`src/tmr8_pkg.sv`:
```
`default_nettype none

package tmr8_pkg;

    // ==========================================================
    // register map, byte addresses of aligned 32-bit words
    localparam logic [7:0] ADDR_CTRL_A  = 8'h00;
    localparam logic [7:0] ADDR_CTRL_B  = 8'h04;
    localparam logic [7:0] ADDR_COUNT   = 8'h08;
    localparam logic [7:0] ADDR_CMP_A   = 8'h0c;
    localparam logic [7:0] ADDR_CMP_B   = 8'h10;
    localparam logic [7:0] ADDR_FLAG    = 8'h14;
    localparam logic [7:0] ADDR_MASK    = 8'h18;
    localparam logic [7:0] ADDR_SYNC    = 8'h1c;

    // ==========================================================
    // field positions
    localparam int CTRL_A_COM_A_LSB = 6;
    localparam int CTRL_A_COM_B_LSB = 4;
    localparam int CTRL_B_FORCE_A   = 7;
    localparam int CTRL_B_FORCE_B   = 6;
    localparam int CTRL_B_WGM2      = 3;
    localparam int FLAG_OVF         = 0;
    localparam int FLAG_CMP_A       = 1;
    localparam int FLAG_CMP_B       = 2;
    localparam int SYNC_HOLD        = 7;
    localparam int SYNC_ASYNC_RST   = 1;
    localparam int SYNC_SYNC_RST    = 0;

    // ==========================================================
    // reset values and counter extremes
    localparam logic [7:0] RESET_BYTE   = 8'h00;
    localparam logic [7:0] CNT_BOTTOM   = 8'h00;
    localparam logic [7:0] CNT_MAX      = 8'hff;

    // ==========================================================
    // clock select codes and prescaler taps
    localparam logic [2:0] CS_STOP      = 3'h0;
    localparam logic [2:0] CS_DIV1      = 3'h1;
    localparam logic [2:0] CS_DIV8      = 3'h2;
    localparam logic [2:0] CS_DIV64     = 3'h3;
    localparam logic [2:0] CS_DIV256    = 3'h4;
    localparam logic [2:0] CS_DIV1024   = 3'h5;
    localparam logic [2:0] CS_EXT_FALL  = 3'h6;
    localparam logic [2:0] CS_EXT_RISE  = 3'h7;
    localparam int PRESC_W              = 10;
    localparam int TAP8_BITS            = 3;
    localparam int TAP64_BITS           = 6;
    localparam int TAP256_BITS          = 8;
    localparam int TAP1024_BITS         = 10;

    // ==========================================================
    // waveform modes
    typedef enum logic [2:0] {
        WAVE_NORMAL   = 3'h0,
        WAVE_PC_MAX   = 3'h1,
        WAVE_CTC      = 3'h2,
        WAVE_FAST_MAX = 3'h3,
        WAVE_RSVD4    = 3'h4,
        WAVE_PC_CMPA  = 3'h5,
        WAVE_RSVD6    = 3'h6,
        WAVE_FAST_CMPA= 3'h7
    } tmr8_wave_e;

    // ==========================================================
    // apb carriers
    typedef struct packed {
        logic        psel;
        logic        penable;
        logic        pwrite;
        logic [7:0]  paddr;
        logic [31:0] pwdata;
    } tmr8_apb_req_s;

    typedef struct packed {
        logic [31:0] prdata;
        logic        pready;
        logic        pslverr;
    } tmr8_apb_rsp_s;

endpackage

`default_nettype wire

```
`src/tmr8_top.sv`:
```
// Functional notes
// - while sync hold is set, written prescaler reset bits stay asserted
// - writing sync hold to zero clears both prescaler reset bits together
// - bits 6:1 of the sync control register read as zero
// - sync prescaler reset bit resets prescaler, self-clears unless hold set
// - sync prescaler reset reaches every timer sharing the prescaler
// - counter and both compare registers are 8 bits wide
// - overflow and compare flags in flag register, each with a mask bit
// - 3-bit clock select picks tick source; zero stops the counter
// - counter always accessible; cpu write beats clear or count
// - each tick clears, increments or decrements counter per mode
// - waveform mode is two bits in control A plus one in control B
// - bottom at 0x00 and max at 0xff are flagged to waveform logic
// - top is 0xff or compare A value depending on mode
// - compare always; match sets flag on next tick, raises request if masked in
// - compare flags clear on service acknowledge or write of one
// - matches drive waveform generator per mode and output mode fields
// - compare registers double-buffered in pwm modes only
// - buffered value moves to active compare only at top or bottom
// - cpu reaches buffer when buffering, active register otherwise
// - select 1 is undivided clock, 2..5 are taps /8 /64 /256 /1024
// - external pin synchronised; select 7 rising, 6 falling edges
// - normal mode sets overflow in the tick the counter wraps to zero
// - cpu counter write blocks the compare match of the next tick
//
// Local design decisions: the register addresses and the APB slave port.
`default_nettype none

module tmr8_top
    import tmr8_pkg::*;
(
    input  wire logic                    I_CLOCK,                  // 25 MHz system clock
    input  wire logic                    I_RST_N,                  // synchronous reset, active low
    input  wire tmr8_pkg::tmr8_apb_req_s I_APB,                    // apb request
    output var      tmr8_pkg::tmr8_apb_rsp_s O_APB,                // apb response
    input  wire logic                    I_EXT_COUNT_PIN,          // external count pin, async
    input  wire logic [2:0]              I_IRQ_ACK,                // service acknowledge per flag
    output logic    [2:0]                O_IRQ_REQ,                // flag and mask per source
    output logic                         O_COMPARE_OUT_A,          // waveform A level
    output logic                         O_COMPARE_OUT_A_OVR,      // waveform A owns the pin
    output logic                         O_COMPARE_OUT_B,          // waveform B level
    output logic                         O_COMPARE_OUT_B_OVR,      // waveform B owns the pin
    output logic                         O_SYNC_PRESCALER_RESET,   // shared prescaler reset
    output logic                         O_ASYNC_PRESCALER_RESET,  // async prescaler reset
    output logic                         O_COUNTER_BOTTOM,         // counter at bottom
    output logic                         O_COUNTER_MAX             // counter at max
);

    import tmr8_pkg::*;

    // ==========================================================
    // bus slave decode
    logic        setup_ph;
    logic        wr_en;
    logic        mapped;
    logic        addr_ok;
    logic [7:0]  wbyte;
    logic [31:0] prdata_q;
    logic [31:0] rd_d;

    assign setup_ph = I_APB.psel & ~I_APB.penable;
    assign wbyte    = I_APB.pwdata[7:0];
    assign addr_ok  = (I_APB.paddr[1:0] == 2'b00) && (I_APB.paddr <= ADDR_SYNC);
    assign mapped   = addr_ok;
    // zero wait states: every access completes at its first access-phase edge
    assign wr_en    = I_APB.psel & I_APB.penable & I_APB.pwrite & mapped;

    logic wr_ctrl_a;
    logic wr_ctrl_b;
    logic wr_count;
    logic wr_cmp_a;
    logic wr_cmp_b;
    logic wr_flag;
    logic wr_mask;
    logic wr_sync;

    assign wr_ctrl_a = wr_en && (I_APB.paddr == ADDR_CTRL_A);
    assign wr_ctrl_b = wr_en && (I_APB.paddr == ADDR_CTRL_B);
    assign wr_count  = wr_en && (I_APB.paddr == ADDR_COUNT);
    assign wr_cmp_a  = wr_en && (I_APB.paddr == ADDR_CMP_A);
    assign wr_cmp_b  = wr_en && (I_APB.paddr == ADDR_CMP_B);
    assign wr_flag   = wr_en && (I_APB.paddr == ADDR_FLAG);
    assign wr_mask   = wr_en && (I_APB.paddr == ADDR_MASK);
    assign wr_sync   = wr_en && (I_APB.paddr == ADDR_SYNC);

    // ==========================================================
    // control registers
    logic [1:0] com_a_q;
    logic [1:0] com_b_q;
    logic [1:0] wgm_lo_q;
    logic       wgm_hi_q;
    logic [2:0] cs_q;
    logic [2:0] mask_q;
    logic [1:0] force_p;

    always_ff @(posedge I_CLOCK) begin
        if (!I_RST_N) begin
            com_a_q  <= 2'h0;
            com_b_q  <= 2'h0;
            wgm_lo_q <= 2'h0;
        end else if (wr_ctrl_a) begin
            com_a_q  <= wbyte[CTRL_A_COM_A_LSB +: 2];
            com_b_q  <= wbyte[CTRL_A_COM_B_LSB +: 2];
            wgm_lo_q <= wbyte[1:0];
        end
    end

    always_ff @(posedge I_CLOCK) begin
        if (!I_RST_N) begin
            wgm_hi_q <= 1'b0;
            cs_q     <= CS_STOP;
        end else if (wr_ctrl_b) begin
            wgm_hi_q <= wbyte[CTRL_B_WGM2];
            cs_q     <= wbyte[2:0];
        end
    end

    always_ff @(posedge I_CLOCK) begin
        if (!I_RST_N) begin
            mask_q <= 3'h0;
        end else if (wr_mask) begin
            mask_q <= wbyte[2:0];
        end
    end

    // force strobes are write-only and act for one cycle
    assign force_p = wr_ctrl_b ? {wbyte[CTRL_B_FORCE_B], wbyte[CTRL_B_FORCE_A]} : 2'b00;

    // ==========================================================
    // mode decode
    tmr8_wave_e wave;
    logic       is_phase;
    logic       is_fast;
    logic       is_pwm;
    logic       top_from_a;

    assign wave       = tmr8_wave_e'({wgm_hi_q, wgm_lo_q});
    assign is_phase   = (wave == WAVE_PC_MAX) || (wave == WAVE_PC_CMPA);
    assign is_fast    = (wave == WAVE_FAST_MAX) || (wave == WAVE_FAST_CMPA);
    assign is_pwm     = is_phase | is_fast;
    assign top_from_a = (wave == WAVE_CTC) || (wave == WAVE_PC_CMPA)
                        || (wave == WAVE_FAST_CMPA);

    // ==========================================================
    // synchronisation control and shared prescaler
    logic                hold_q;
    logic                sync_rst_q;
    logic                async_rst_q;
    logic [PRESC_W-1:0]  presc_q;

    always_ff @(posedge I_CLOCK) begin
        if (!I_RST_N) begin
            hold_q <= 1'b0;
        end else if (wr_sync) begin
            hold_q <= wbyte[SYNC_HOLD];
        end
    end

    // a written reset bit lasts one cycle unless hold keeps it; releasing hold
    // lets both fall on the same edge so sharing timers restart together
    always_ff @(posedge I_CLOCK) begin
        if (!I_RST_N) begin
            sync_rst_q  <= 1'b0;
            async_rst_q <= 1'b0;
        end else if (wr_sync) begin
            sync_rst_q  <= wbyte[SYNC_SYNC_RST];
            async_rst_q <= wbyte[SYNC_ASYNC_RST];
        end else if (!hold_q) begin
            sync_rst_q  <= 1'b0;
            async_rst_q <= 1'b0;
        end
    end

    always_ff @(posedge I_CLOCK) begin
        if (!I_RST_N) begin
            presc_q <= '0;
        end else if (sync_rst_q) begin
            presc_q <= '0;
        end else begin
            presc_q <= presc_q + 1'b1;
        end
    end

    assign O_SYNC_PRESCALER_RESET  = sync_rst_q;
    assign O_ASYNC_PRESCALER_RESET = async_rst_q;

    // ==========================================================
    // external count pin: two-stage synchroniser, then edge detect
    logic ext_s1_q;
    logic ext_s2_q;
    logic ext_s3_q;

    always_ff @(posedge I_CLOCK) begin
        if (!I_RST_N) begin
            ext_s1_q <= 1'b0;
            ext_s2_q <= 1'b0;
            ext_s3_q <= 1'b0;
        end else begin
            ext_s1_q <= I_EXT_COUNT_PIN;
            ext_s2_q <= ext_s1_q;
            ext_s3_q <= ext_s2_q;
        end
    end

    // ==========================================================
    // tick selection
    logic tick;

    always_comb begin
        case (cs_q)
            CS_STOP:     tick = 1'b0;
            CS_DIV1:     tick = 1'b1;
            CS_DIV8:     tick = &presc_q[TAP8_BITS-1:0];
            CS_DIV64:    tick = &presc_q[TAP64_BITS-1:0];
            CS_DIV256:   tick = &presc_q[TAP256_BITS-1:0];
            CS_DIV1024:  tick = &presc_q[TAP1024_BITS-1:0];
            CS_EXT_FALL: tick = ~ext_s2_q & ext_s3_q;
            CS_EXT_RISE: tick = ext_s2_q & ~ext_s3_q;
            default:     tick = 1'b0;
        endcase
        if (sync_rst_q && (cs_q != CS_EXT_FALL) && (cs_q != CS_EXT_RISE)) begin
            tick = 1'b0;
        end
    end

    // ==========================================================
    // compare registers, per channel
    logic [7:0] act_q [2];
    logic [7:0] buf_q [2];
    logic [1:0] wr_cmp;
    logic [7:0] cnt_q;
    logic       down_q;
    logic [7:0] top;
    logic       at_top;
    logic       reload;

    assign wr_cmp = {wr_cmp_b, wr_cmp_a};
    assign top    = top_from_a ? act_q[0] : CNT_MAX;
    assign at_top = (cnt_q == top);
    // fast pwm reloads as the count wraps to bottom, phase correct at the top
    assign reload = tick && at_top && (is_fast || (is_phase && !down_q));

    genvar ch;
    generate
        for (ch = 0; ch < 2; ch++) begin : g_cmp
            always_ff @(posedge I_CLOCK) begin
                if (!I_RST_N) begin
                    buf_q[ch] <= RESET_BYTE;
                end else if (wr_cmp[ch]) begin
                    buf_q[ch] <= wbyte;
                end
            end

            always_ff @(posedge I_CLOCK) begin
                if (!I_RST_N) begin
                    act_q[ch] <= RESET_BYTE;
                end else if (wr_cmp[ch] && !is_pwm) begin
                    act_q[ch] <= wbyte;
                end else if (is_pwm && reload) begin
                    act_q[ch] <= buf_q[ch];
                end
            end
        end
    endgenerate

    // ==========================================================
    // counter unit
    logic [7:0] cnt_d;
    logic       block_q;
    logic       ovf_evt;

    always_comb begin
        cnt_d = cnt_q;
        if (is_phase) begin
            if (top == CNT_BOTTOM) begin
                cnt_d = CNT_BOTTOM;
            end else if (!down_q) begin
                cnt_d = at_top ? cnt_q - 8'h01 : cnt_q + 8'h01;
            end else begin
                cnt_d = (cnt_q == CNT_BOTTOM) ? cnt_q + 8'h01 : cnt_q - 8'h01;
            end
        end else begin
            cnt_d = at_top ? CNT_BOTTOM : cnt_q + 8'h01;
        end
    end

    always_ff @(posedge I_CLOCK) begin
        if (!I_RST_N) begin
            cnt_q <= RESET_BYTE;
        end else if (wr_count) begin
            cnt_q <= wbyte;
        end else if (tick) begin
            cnt_q <= cnt_d;
        end
    end

    always_ff @(posedge I_CLOCK) begin
        if (!I_RST_N) begin
            down_q <= 1'b0;
        end else if (!is_phase) begin
            down_q <= 1'b0;
        end else if (tick && !down_q && at_top && (top != CNT_BOTTOM)) begin
            down_q <= 1'b1;
        end else if (tick && down_q && (cnt_q == CNT_BOTTOM)) begin
            down_q <= 1'b0;
        end
    end

    // a counter write arms a block that the next tick consumes, so a stopped
    // timer still loses the match it would have seen on its first tick
    always_ff @(posedge I_CLOCK) begin
        if (!I_RST_N) begin
            block_q <= 1'b0;
        end else if (wr_count) begin
            block_q <= 1'b1;
        end else if (tick) begin
            block_q <= 1'b0;
        end
    end

    assign O_COUNTER_BOTTOM = (cnt_q == CNT_BOTTOM);
    assign O_COUNTER_MAX    = (cnt_q == CNT_MAX);

    always_comb begin
        if (is_phase) begin
            ovf_evt = tick && down_q && (cnt_q == CNT_BOTTOM);
        end else if (is_fast) begin
            ovf_evt = tick && at_top;
        end else begin
            ovf_evt = tick && (cnt_q == CNT_MAX);
        end
    end

    // ==========================================================
    // compare match and waveform generator
    logic [1:0] match;
    logic [1:0] com [2];
    logic [1:0] oc_q;

    assign com[0] = com_a_q;
    assign com[1] = com_b_q;

    generate
        for (ch = 0; ch < 2; ch++) begin : g_wave
            // the value before the tick is compared, so the flag lands one tick late
            assign match[ch] = tick && (cnt_q == act_q[ch]) && !block_q;

            always_ff @(posedge I_CLOCK) begin
                if (!I_RST_N) begin
                    oc_q[ch] <= 1'b0;
                end else if (!is_pwm) begin
                    if (match[ch] || force_p[ch]) begin
                        case (com[ch])
                            2'h1:    oc_q[ch] <= ~oc_q[ch];
                            2'h2:    oc_q[ch] <= 1'b0;
                            2'h3:    oc_q[ch] <= 1'b1;
                            default: oc_q[ch] <= oc_q[ch];
                        endcase
                    end
                end else if (is_fast && tick && at_top && com[ch][1]) begin
                    oc_q[ch] <= ~com[ch][0];
                end else if (match[ch]) begin
                    case (com[ch])
                        2'h1:    oc_q[ch] <= (ch == 0 && wgm_hi_q) ? ~oc_q[ch] : oc_q[ch];
                        2'h2:    oc_q[ch] <= is_phase ? down_q : 1'b0;
                        2'h3:    oc_q[ch] <= is_phase ? ~down_q : 1'b1;
                        default: oc_q[ch] <= oc_q[ch];
                    endcase
                end
            end
        end
    endgenerate

    assign O_COMPARE_OUT_A     = oc_q[0];
    assign O_COMPARE_OUT_B     = oc_q[1];
    assign O_COMPARE_OUT_A_OVR = (com_a_q != 2'h0);
    assign O_COMPARE_OUT_B_OVR = (com_b_q != 2'h0);

    // ==========================================================
    // flags: an event in the clearing cycle survives the clear
    logic [2:0] flag_q;
    logic [2:0] flag_set;
    logic [2:0] flag_clr;

    assign flag_set = {match[1], match[0], ovf_evt};
    assign flag_clr = I_IRQ_ACK | (wr_flag ? wbyte[2:0] : 3'h0);

    always_ff @(posedge I_CLOCK) begin
        if (!I_RST_N) begin
            flag_q <= 3'h0;
        end else begin
            flag_q <= (flag_q & ~flag_clr) | flag_set;
        end
    end

    assign O_IRQ_REQ = flag_q & mask_q;

    // ==========================================================
    // read data, captured in the setup phase
    always_comb begin
        rd_d = 32'h0;
        case (I_APB.paddr)
            ADDR_CTRL_A: rd_d[7:0] = {com_a_q, com_b_q, 2'b00, wgm_lo_q};
            ADDR_CTRL_B: rd_d[7:0] = {4'h0, wgm_hi_q, cs_q};
            ADDR_COUNT:  rd_d[7:0] = cnt_q;
            ADDR_CMP_A:  rd_d[7:0] = is_pwm ? buf_q[0] : act_q[0];
            ADDR_CMP_B:  rd_d[7:0] = is_pwm ? buf_q[1] : act_q[1];
            ADDR_FLAG:   rd_d[7:0] = {5'h0, flag_q};
            ADDR_MASK:   rd_d[7:0] = {5'h0, mask_q};
            ADDR_SYNC:   rd_d[7:0] = {hold_q, 6'h00, sync_rst_q};
            default:     rd_d = 32'h0;
        endcase
    end

    always_ff @(posedge I_CLOCK) begin
        if (!I_RST_N) begin
            prdata_q <= 32'h0;
        end else if (setup_ph) begin
            prdata_q <= rd_d;
        end
    end

    // one driver for the whole response word
    assign O_APB = '{prdata: prdata_q, pready: 1'b1,
                     pslverr: I_APB.psel & I_APB.penable & ~mapped};

endmodule

`default_nettype wire

```
`config.mk`:
```
export PLATFORM = sky130hd
export DESIGN_NAME = tmr8_top
export DESIGN_NICKNAME = d
export VERILOG_FILES = /design/src/tmr8_pkg.sv /design/src/tmr8_top.sv
export SDC_FILE = /design/constraint.sdc
export NUM_CORES = 1
export LEC_CHECK = 0
export BUFFER_PORTS_ARGS = -buffer_cell sky130_fd_sc_hd__buf_2
export CAP_MARGIN = 20
export CORE_UTILIZATION = 40
export DETAILED_ROUTE_END_ITERATION = 8
export PLACE_DENSITY = 0.57
export SYNTH_ARGS = -nofsm -noshare
export SYNTH_HDL_FRONTEND = slang
export SYNTH_SLANG_ARGS = --single-unit
```
`constraint.sdc`:
```
create_clock -name I_CLOCK -period 3.38 [get_ports I_CLOCK]
set_clock_uncertainty 0.15 [all_clocks]
set_input_delay 0.169 -clock I_CLOCK [delete_from_list [all_inputs] [get_ports I_CLOCK]]
set_output_delay 0.169 -clock I_CLOCK [all_outputs]
set_load 0.05 [all_outputs]
```
After elaboration in Yosys (flattened, before gate mapping)

Memory sizes are Yosys's and may differ from the RTL's.
Index checks and enable logic that the tools add are counted.

$add $sub $neg: 3
Multiply operators: 0
Divide/modulo/power cells: 0
Order comparisons: 1
Equality and inequality tests: 36
Shift operators: 0
Multiplexer cells: 66
Bitwise logic cells: 29
Reductions and logical operators: 64

Operators with widths:

| operator                | count |
|---|---|
| $mux W8                 | 17 |
| $pmux W8 S8             | 1 |
| $mux W1                 | 41 |
| $eq A8 B5 Y1 const B    | 4 |
| $logic_and A1 B1 Y1     | 31 |
| $eq A8 B8 Y1            | 3 |
| $logic_not A8 Y1        | 3 |
| $eq A3 B3 Y1 const B    | 6 |
| $eq A8 B4 Y1 const B    | 2 |
| $eq A3 B2 Y1 const B    | 4 |
| $reduce_bool A2 Y1      | 6 |
| $reduce_bool A4 Y1      | 3 |
| $add A10 B1 Y10 const B | 1 |
| $not A1 Y1              | 10 |
| $reduce_and A10 Y1      | 1 |
| $pmux W1 S3             | 3 |
| $add A8 B1 Y8 const B   | 1 |
| $eq A2 B2 Y1 const B    | 4 |
| $eq A8 B3 Y1 const B    | 1 |
| $eq A8 B8 Y1 const B    | 1 |
| $le A8 B5 Y1 const B    | 1 |
| $pmux W1 S8             | 1 |
| $reduce_and A8 Y1       | 1 |
| $reduce_bool A8 Y1      | 1 |
| 26 further kinds        | 52 |

Register bits: 52
Bits in latches: 0
RAM bits: 32
Bits in read-only memories: 0
Bits of input ports: 49
Output and inout port bits: 45
Word-level logic and storage cells: 221
Memories: 2

Memories:

| memory | depth | bits a word | read ports | clocked after Yosys merged registers in | wr ports | RTL line        | text |
|---|---|---|---|---|---|---|---|
| act_q  | 2     | 8           | 2          | 0                                       | 2        | tmr8_top.sv:228 | `logic [7:0] act_q [2];` |
| buf_q  | 2     | 8           | 2          | 0                                       | 2        | tmr8_top.sv:229 | `logic [7:0] buf_q [2];` |

Depth between registers and ports, before layout

Depth after elaboration: 13
Depth in mapped cells: 11
Depth with buffers taken out: 9

Least setup slack after synthesis

OpenSTA, ideal clock, no wires.

Kind: input to register
Start: input I_APB[37] in the netlist's numbering
End: memory act_q[1][0], enable pin
Setup time: 0.328 ns
Arrival: 2.029 ns
Required time: 2.902 ns
Path slack: 0.873 ns
Cell stages on the path: 7
Path buffers: 0
Cell sequence: or4_4 -> nor2_1 -> nand2_1 -> nor3_4 -> nand2_1 -> nor3_4 -> or3_1

RTL lines:

| element         | RTL line        | text |
|---|---|---|
| start, declared | tmr8_top.sv:34  | `input wire tmr8_pkg::tmr8_apb_req_s I_APB,` |
| end, declared   | tmr8_top.sv:228 |  |

Final worst setup path

Start: register presc_q[0]
End: register oc_q[1] (netlist: O_COMPARE_OUT_B)

Cells in the longest elaborated chain, start to end: 8
Elaborated cells on any way between the ends: 18
Those cells by class: eq/ne (2); mux (4); reduce/logical (12)

RTL lines:

| element                                                       | RTL line                         | text |
|---|---|---|
| start, declared                                               | tmr8_top.sv:149                  | `logic [PRESC_W-1:0] presc_q;` |
| start signal, assigned                                        | tmr8_top.sv:180                  | `presc_q <= presc_q + 1'b1;` |
| $reduce_and A10 Y1, or another cell as far along              | tmr8_top.sv:216                  | `CS_DIV1024: tick = &presc_q[TAP1024_BITS-1:0];` |
| $pmux W1 S8 (*)                                               | tmr8_top.sv:210                  | `case (cs_q)` |
| $mux W1 (*)                                                   | tmr8_top.sv:221                  | `if (sync_rst_q && (cs_q != CS_EXT_FALL) && (cs_q != CS_EXT_RISE)) begin` |
| $logic_and A1 B1 Y1, on equally long branches (2 in series)   | tmr8_top.sv:360, tmr8_top.sv:346 |  |
| $logic_and A1 B1 Y1 or $logic_or A1 B1 Y1 (tied branches)     | tmr8_top.sv:360, tmr8_top.sv:352 |  |
| $ne A4 B1 Y1 (no source line), or another cell as far along   | n/a                              |  |
| $reduce_and A4 Y1 (no source line) or $mux W1 (tied branches) | n/a                              |  |
| end signal, assigned by index                                 | tmr8_top.sv:361                  | `oc_q[ch] <= ~com[ch][0];` |
| end signal, assigned by index                                 | tmr8_top.sv:364                  | `2'h1: oc_q[ch] <= (ch == 0 && wgm_hi_q) ? ~oc_q[ch] : oc_q[ch];` |
| end signal, assigned by index                                 | tmr8_top.sv:365                  | `2'h2: oc_q[ch] <= is_phase ? down_q : 1'b0;` |
| end, declared                                                 | tmr8_top.sv:338                  | `logic [1:0] oc_q;` |

Every way passes the cells marked *; elsewhere a longest branch is shown, timed or not.
A chain may end at the register's enable or synchronous reset.

==> flow_metrics.env <==
export IMPL_outcome="finished clean"
export IMPL_first_global_vias=4703
export IMPL_gp_congestion=0.899
export IMPL_path_class="flop to flop"
export IMPL_multiInputGateArea_um2=3120
export IMPL_worst_path_buf_inv=0
export IMPL_die_h_um=119
export IMPL_grtUsageTotal_pct=23.3
export IMPL_rrSetupSlack_ns=0.47
export IMPL_cts_tree="done"
export IMPL_cts_made_buffers=9
export IMPL_layout_worst_path_cycle_share_pct=86.0
export IMPL_layout_common_cells="nand2_1, dfxtp_1, nor2_1"
export IMPL_routed_wl_mm=15.6
export IMPL_rr_worst_depth=8
export IMPL_h_tree_depth=3
export IMPL_min_from="I_APB[4]"
export IMPL_hold_path_class="input pin to flop"
export IMPL_synth_edff_count=32
export IMPL_wl_per_cell_um=18.5
export IMPL_final_common_cell="nand2_1"
export IMPL_io_buffers=44
export IMPL_drt_first_pass_iters=5
export IMPL_r2r_end="O_COMPARE_OUT_B"
export IMPL_fin_area_um2=6120
export IMPL_ios=94
export IMPL_cts_path_max_buffers=2
export IMPL_worstPathRequired_ns=3.48
export IMPL_worst_path_max_fanout=5
export IMPL_ys_async_sr_fraction_pct=0
export IMPL_die_w_um=119
export IMPL_slew_headroom_pct=47.5
export IMPL_hold_depth=3
export IMPL_drc_errors=0
export IMPL_tns_ns=0
export IMPL_cts_sinks=84
export IMPL_synth_flop_cell="dfxtp_1"
export IMPL_areaGrowthSynthToFinish_pct=11.5
export IMPL_synth_seq_cells=84
export IMPL_cp_cell_sequence="ha_1, nand4_1, nor4b_1, o21ai_0, a2111oi_0, o22ai_1, mux2i_1, mux2_2"
export IMPL_dr_total_vias=4826
export IMPL_hold_buffers=3
export IMPL_critPathSlowestCell="a2111oi_0"
export IMPL_ff_latch_area_um2=2000
export IMPL_grt_max_degree=40
export IMPL_rows=42
export IMPL_drtAntennaViolNets=0
export IMPL_finalPower_mw=2.26
export IMPL_antenna_found_initial=0
export IMPL_ys_seq_area_share_pct=36.5
export IMPL_worstPathArrival_ns=3.00
export IMPL_critical_path_depth=8
export IMPL_viasPerCell=5.71
export IMPL_setup_viol=0
export IMPL_post_route_min_period_ns=2.91
export IMPL_postCtsSetupRepairBufs=0
export IMPL_cts_root_buf="clkbuf_16"
export IMPL_slew_violations=0
export IMPL_critical_path_startpoint_type="flop"
export IMPL_core_area_um2=13300
export IMPL_antenna_diode_count=0
export IMPL_overflow=0
export IMPL_fin_nets=722
export IMPL_clk_pin_slew_ns=0.07
export IMPL_dieArea_um2=14200
export IMPL_rsz0062_at_grt="false"
export IMPL_start_util_pct=41.3
export IMPL_vdd_ir_drop_worst_uv=300
export IMPL_drtIter0Drc=427
export IMPL_dpl_cell_area_um2=5820
export IMPL_slowest_delay_ns=0.73
export IMPL_end_kind="flop"
export IMPL_crit_family="compound AO/OA/AOI/OAI gates"
export IMPL_synth_avg_cell_area_um2=8.75
export IMPL_grt_pass1_wl_mm=25.5
export IMPL_worst_r2r_startpoint="presc_q[0]"
export IMPL_whs_endpoint="com_b_q[0]"
export IMPL_post_cts_resize_count=0
export IMPL_timing_hold_violations_final=0
export IMPL_nFillCells=1296
export IMPL_maxCapViolations=0
export IMPL_powerDensity_nw_per_um2=369
export IMPL_synth_cell_types=76
export IMPL_critical_path_startpoint="presc_q[0]"
export IMPL_yosysWarnings=0
export IMPL_max_freq_mhz=344
export IMPL_synth_area_um2=5490
export IMPL_leakage_nw=2.16
export IMPL_synthCells=627
export IMPL_tightestPinTransition_ns=0.786
export IMPL_hpwl_mm=11.3
export IMPL_insertion_delay_ns=0.35
export IMPL_drive_gt1_share_pct=16.9
-- metal layers --
layer  up-vias  wire [µm]  track usage (%)
met5         -          0                0
met4         0        490             9.65
met3        31        909             5.03
met2       153       7120             36.3
met1      2318       7110             31.1
li1       2324          -                -
-- sequential cells by signal, summed over array words and instances, names as in the netlist, 2 cells and up --
| name | flops |
|---|---|
| cs_q | 3 |
| buf_q | 16 |
| cnt_q | 8 |
| presc_q | 10 |
| act_q | 16 |
| prdata_q | 8 |
| wgm_lo_q | 2 |
| flag_q | 3 |
| mask_q | 3 |
| com_a_q | 2 |
| com_b_q | 2 |
-- logic make-up (layout without fill, tap and decap cells) --
logic type,after synthesis,after routing,share of synthesized area (%)
other,2,25,0.137
AND/OR/NAND/NOR,241,241,23.6
multiplexers,23,23,4.35
adder cells (fa/ha/maj),9,9,2.05
AO/OA/AOI/OAI,157,157,20.8
XOR/XNOR,27,27,4.31
buffers and inverters,84,103,8.21
flip-flops,84,84,36.5
-- power by group --
part           total (mW)  internal, mW  switching (mW)
sequential           1.10          1.08          0.0219
combinational       0.210        0.0452           0.165
clock               0.945         0.519           0.426
-- synthesized netlist by cell type, drive strengths merged, types with 7 or more instances --
| master | number | area [µm²] |
|---|---|---|
| nor3 | 15 | 109 |
| mux2 | 7 | 78.8 |
| a22o | 16 | 140 |
| xor2 | 8 | 70.1 |
| mux2i | 16 | 160 |
| and3 | 8 | 50.1 |
| a21oi | 37 | 189 |
| a211oi | 10 | 85.1 |
| edfxtp | 32 | 961 |
| o21ai | 25 | 129 |
| nand4 | 11 | 68.8 |
| ha | 9 | 113 |
| buf | 43 | 297 |
| and2 | 28 | 175 |
| xnor2 | 19 | 166 |
| nand3 | 31 | 155 |
| nand2b | 13 | 81.3 |
| nor2 | 48 | 185 |
| a31oi | 10 | 77.6 |
| nand2 | 55 | 206 |
| a22oi | 10 | 75.1 |
| clkbuf | 25 | 93.8 |
| dfxtp | 52 | 1040 |
| inv | 16 | 60.1 |
-- stage by stage --
| stage | hold slack, ns | worst slack, ns | utilization, % | cells |
|---|---|---|---|---|
| after floorplan | 0.146 | 0.873 | - | 650 |
| after global placement | 0.230 | 0.518 | 43.8 | 826 |
| after detailed placement | 0.234 | 0.428 | 43.8 | 826 |
| after global routing | 0.0358 | 0.211 | 46.0 | 845 |
| after CTS | 0.00152 | 0.447 | 46.0 | 845 |
| final | 0.0130 | 0.474 | 46.0 | 845 |
-- final cells by class --
type | instances | share of cell area [%]
Timing Repair Buffer | 71 | 7.24
Sequential cell | 84 | 32.7
Clock buffer | 12 | 4.03
Multi-Input combinational cell | 482 | 51.0
Tap cell | 176 | 3.60
Inverter | 16 | 0.981
Clock inverter | 4 | 0.450
-- how the worst max path moves through the flow --
stage	to	slack, ns
4_1_cts	O_COMPARE_OUT_B	0.45
5_1_grt	O_COMPARE_OUT_B	0.21
6_report	O_COMPARE_OUT_B	0.47
3_3_place_gp	O_COMPARE_OUT_B	0.52
3_5_place_dp	O_COMPARE_OUT_B	0.43
2_1_floorplan	act_q[1][0]	0.87
-- tightest hold or removal path: stages --
cell     delay (ns)
buf_2          0.16
nand3_1        0.08
a21oi_1        0.05
(Power assumes the default switching activity.)
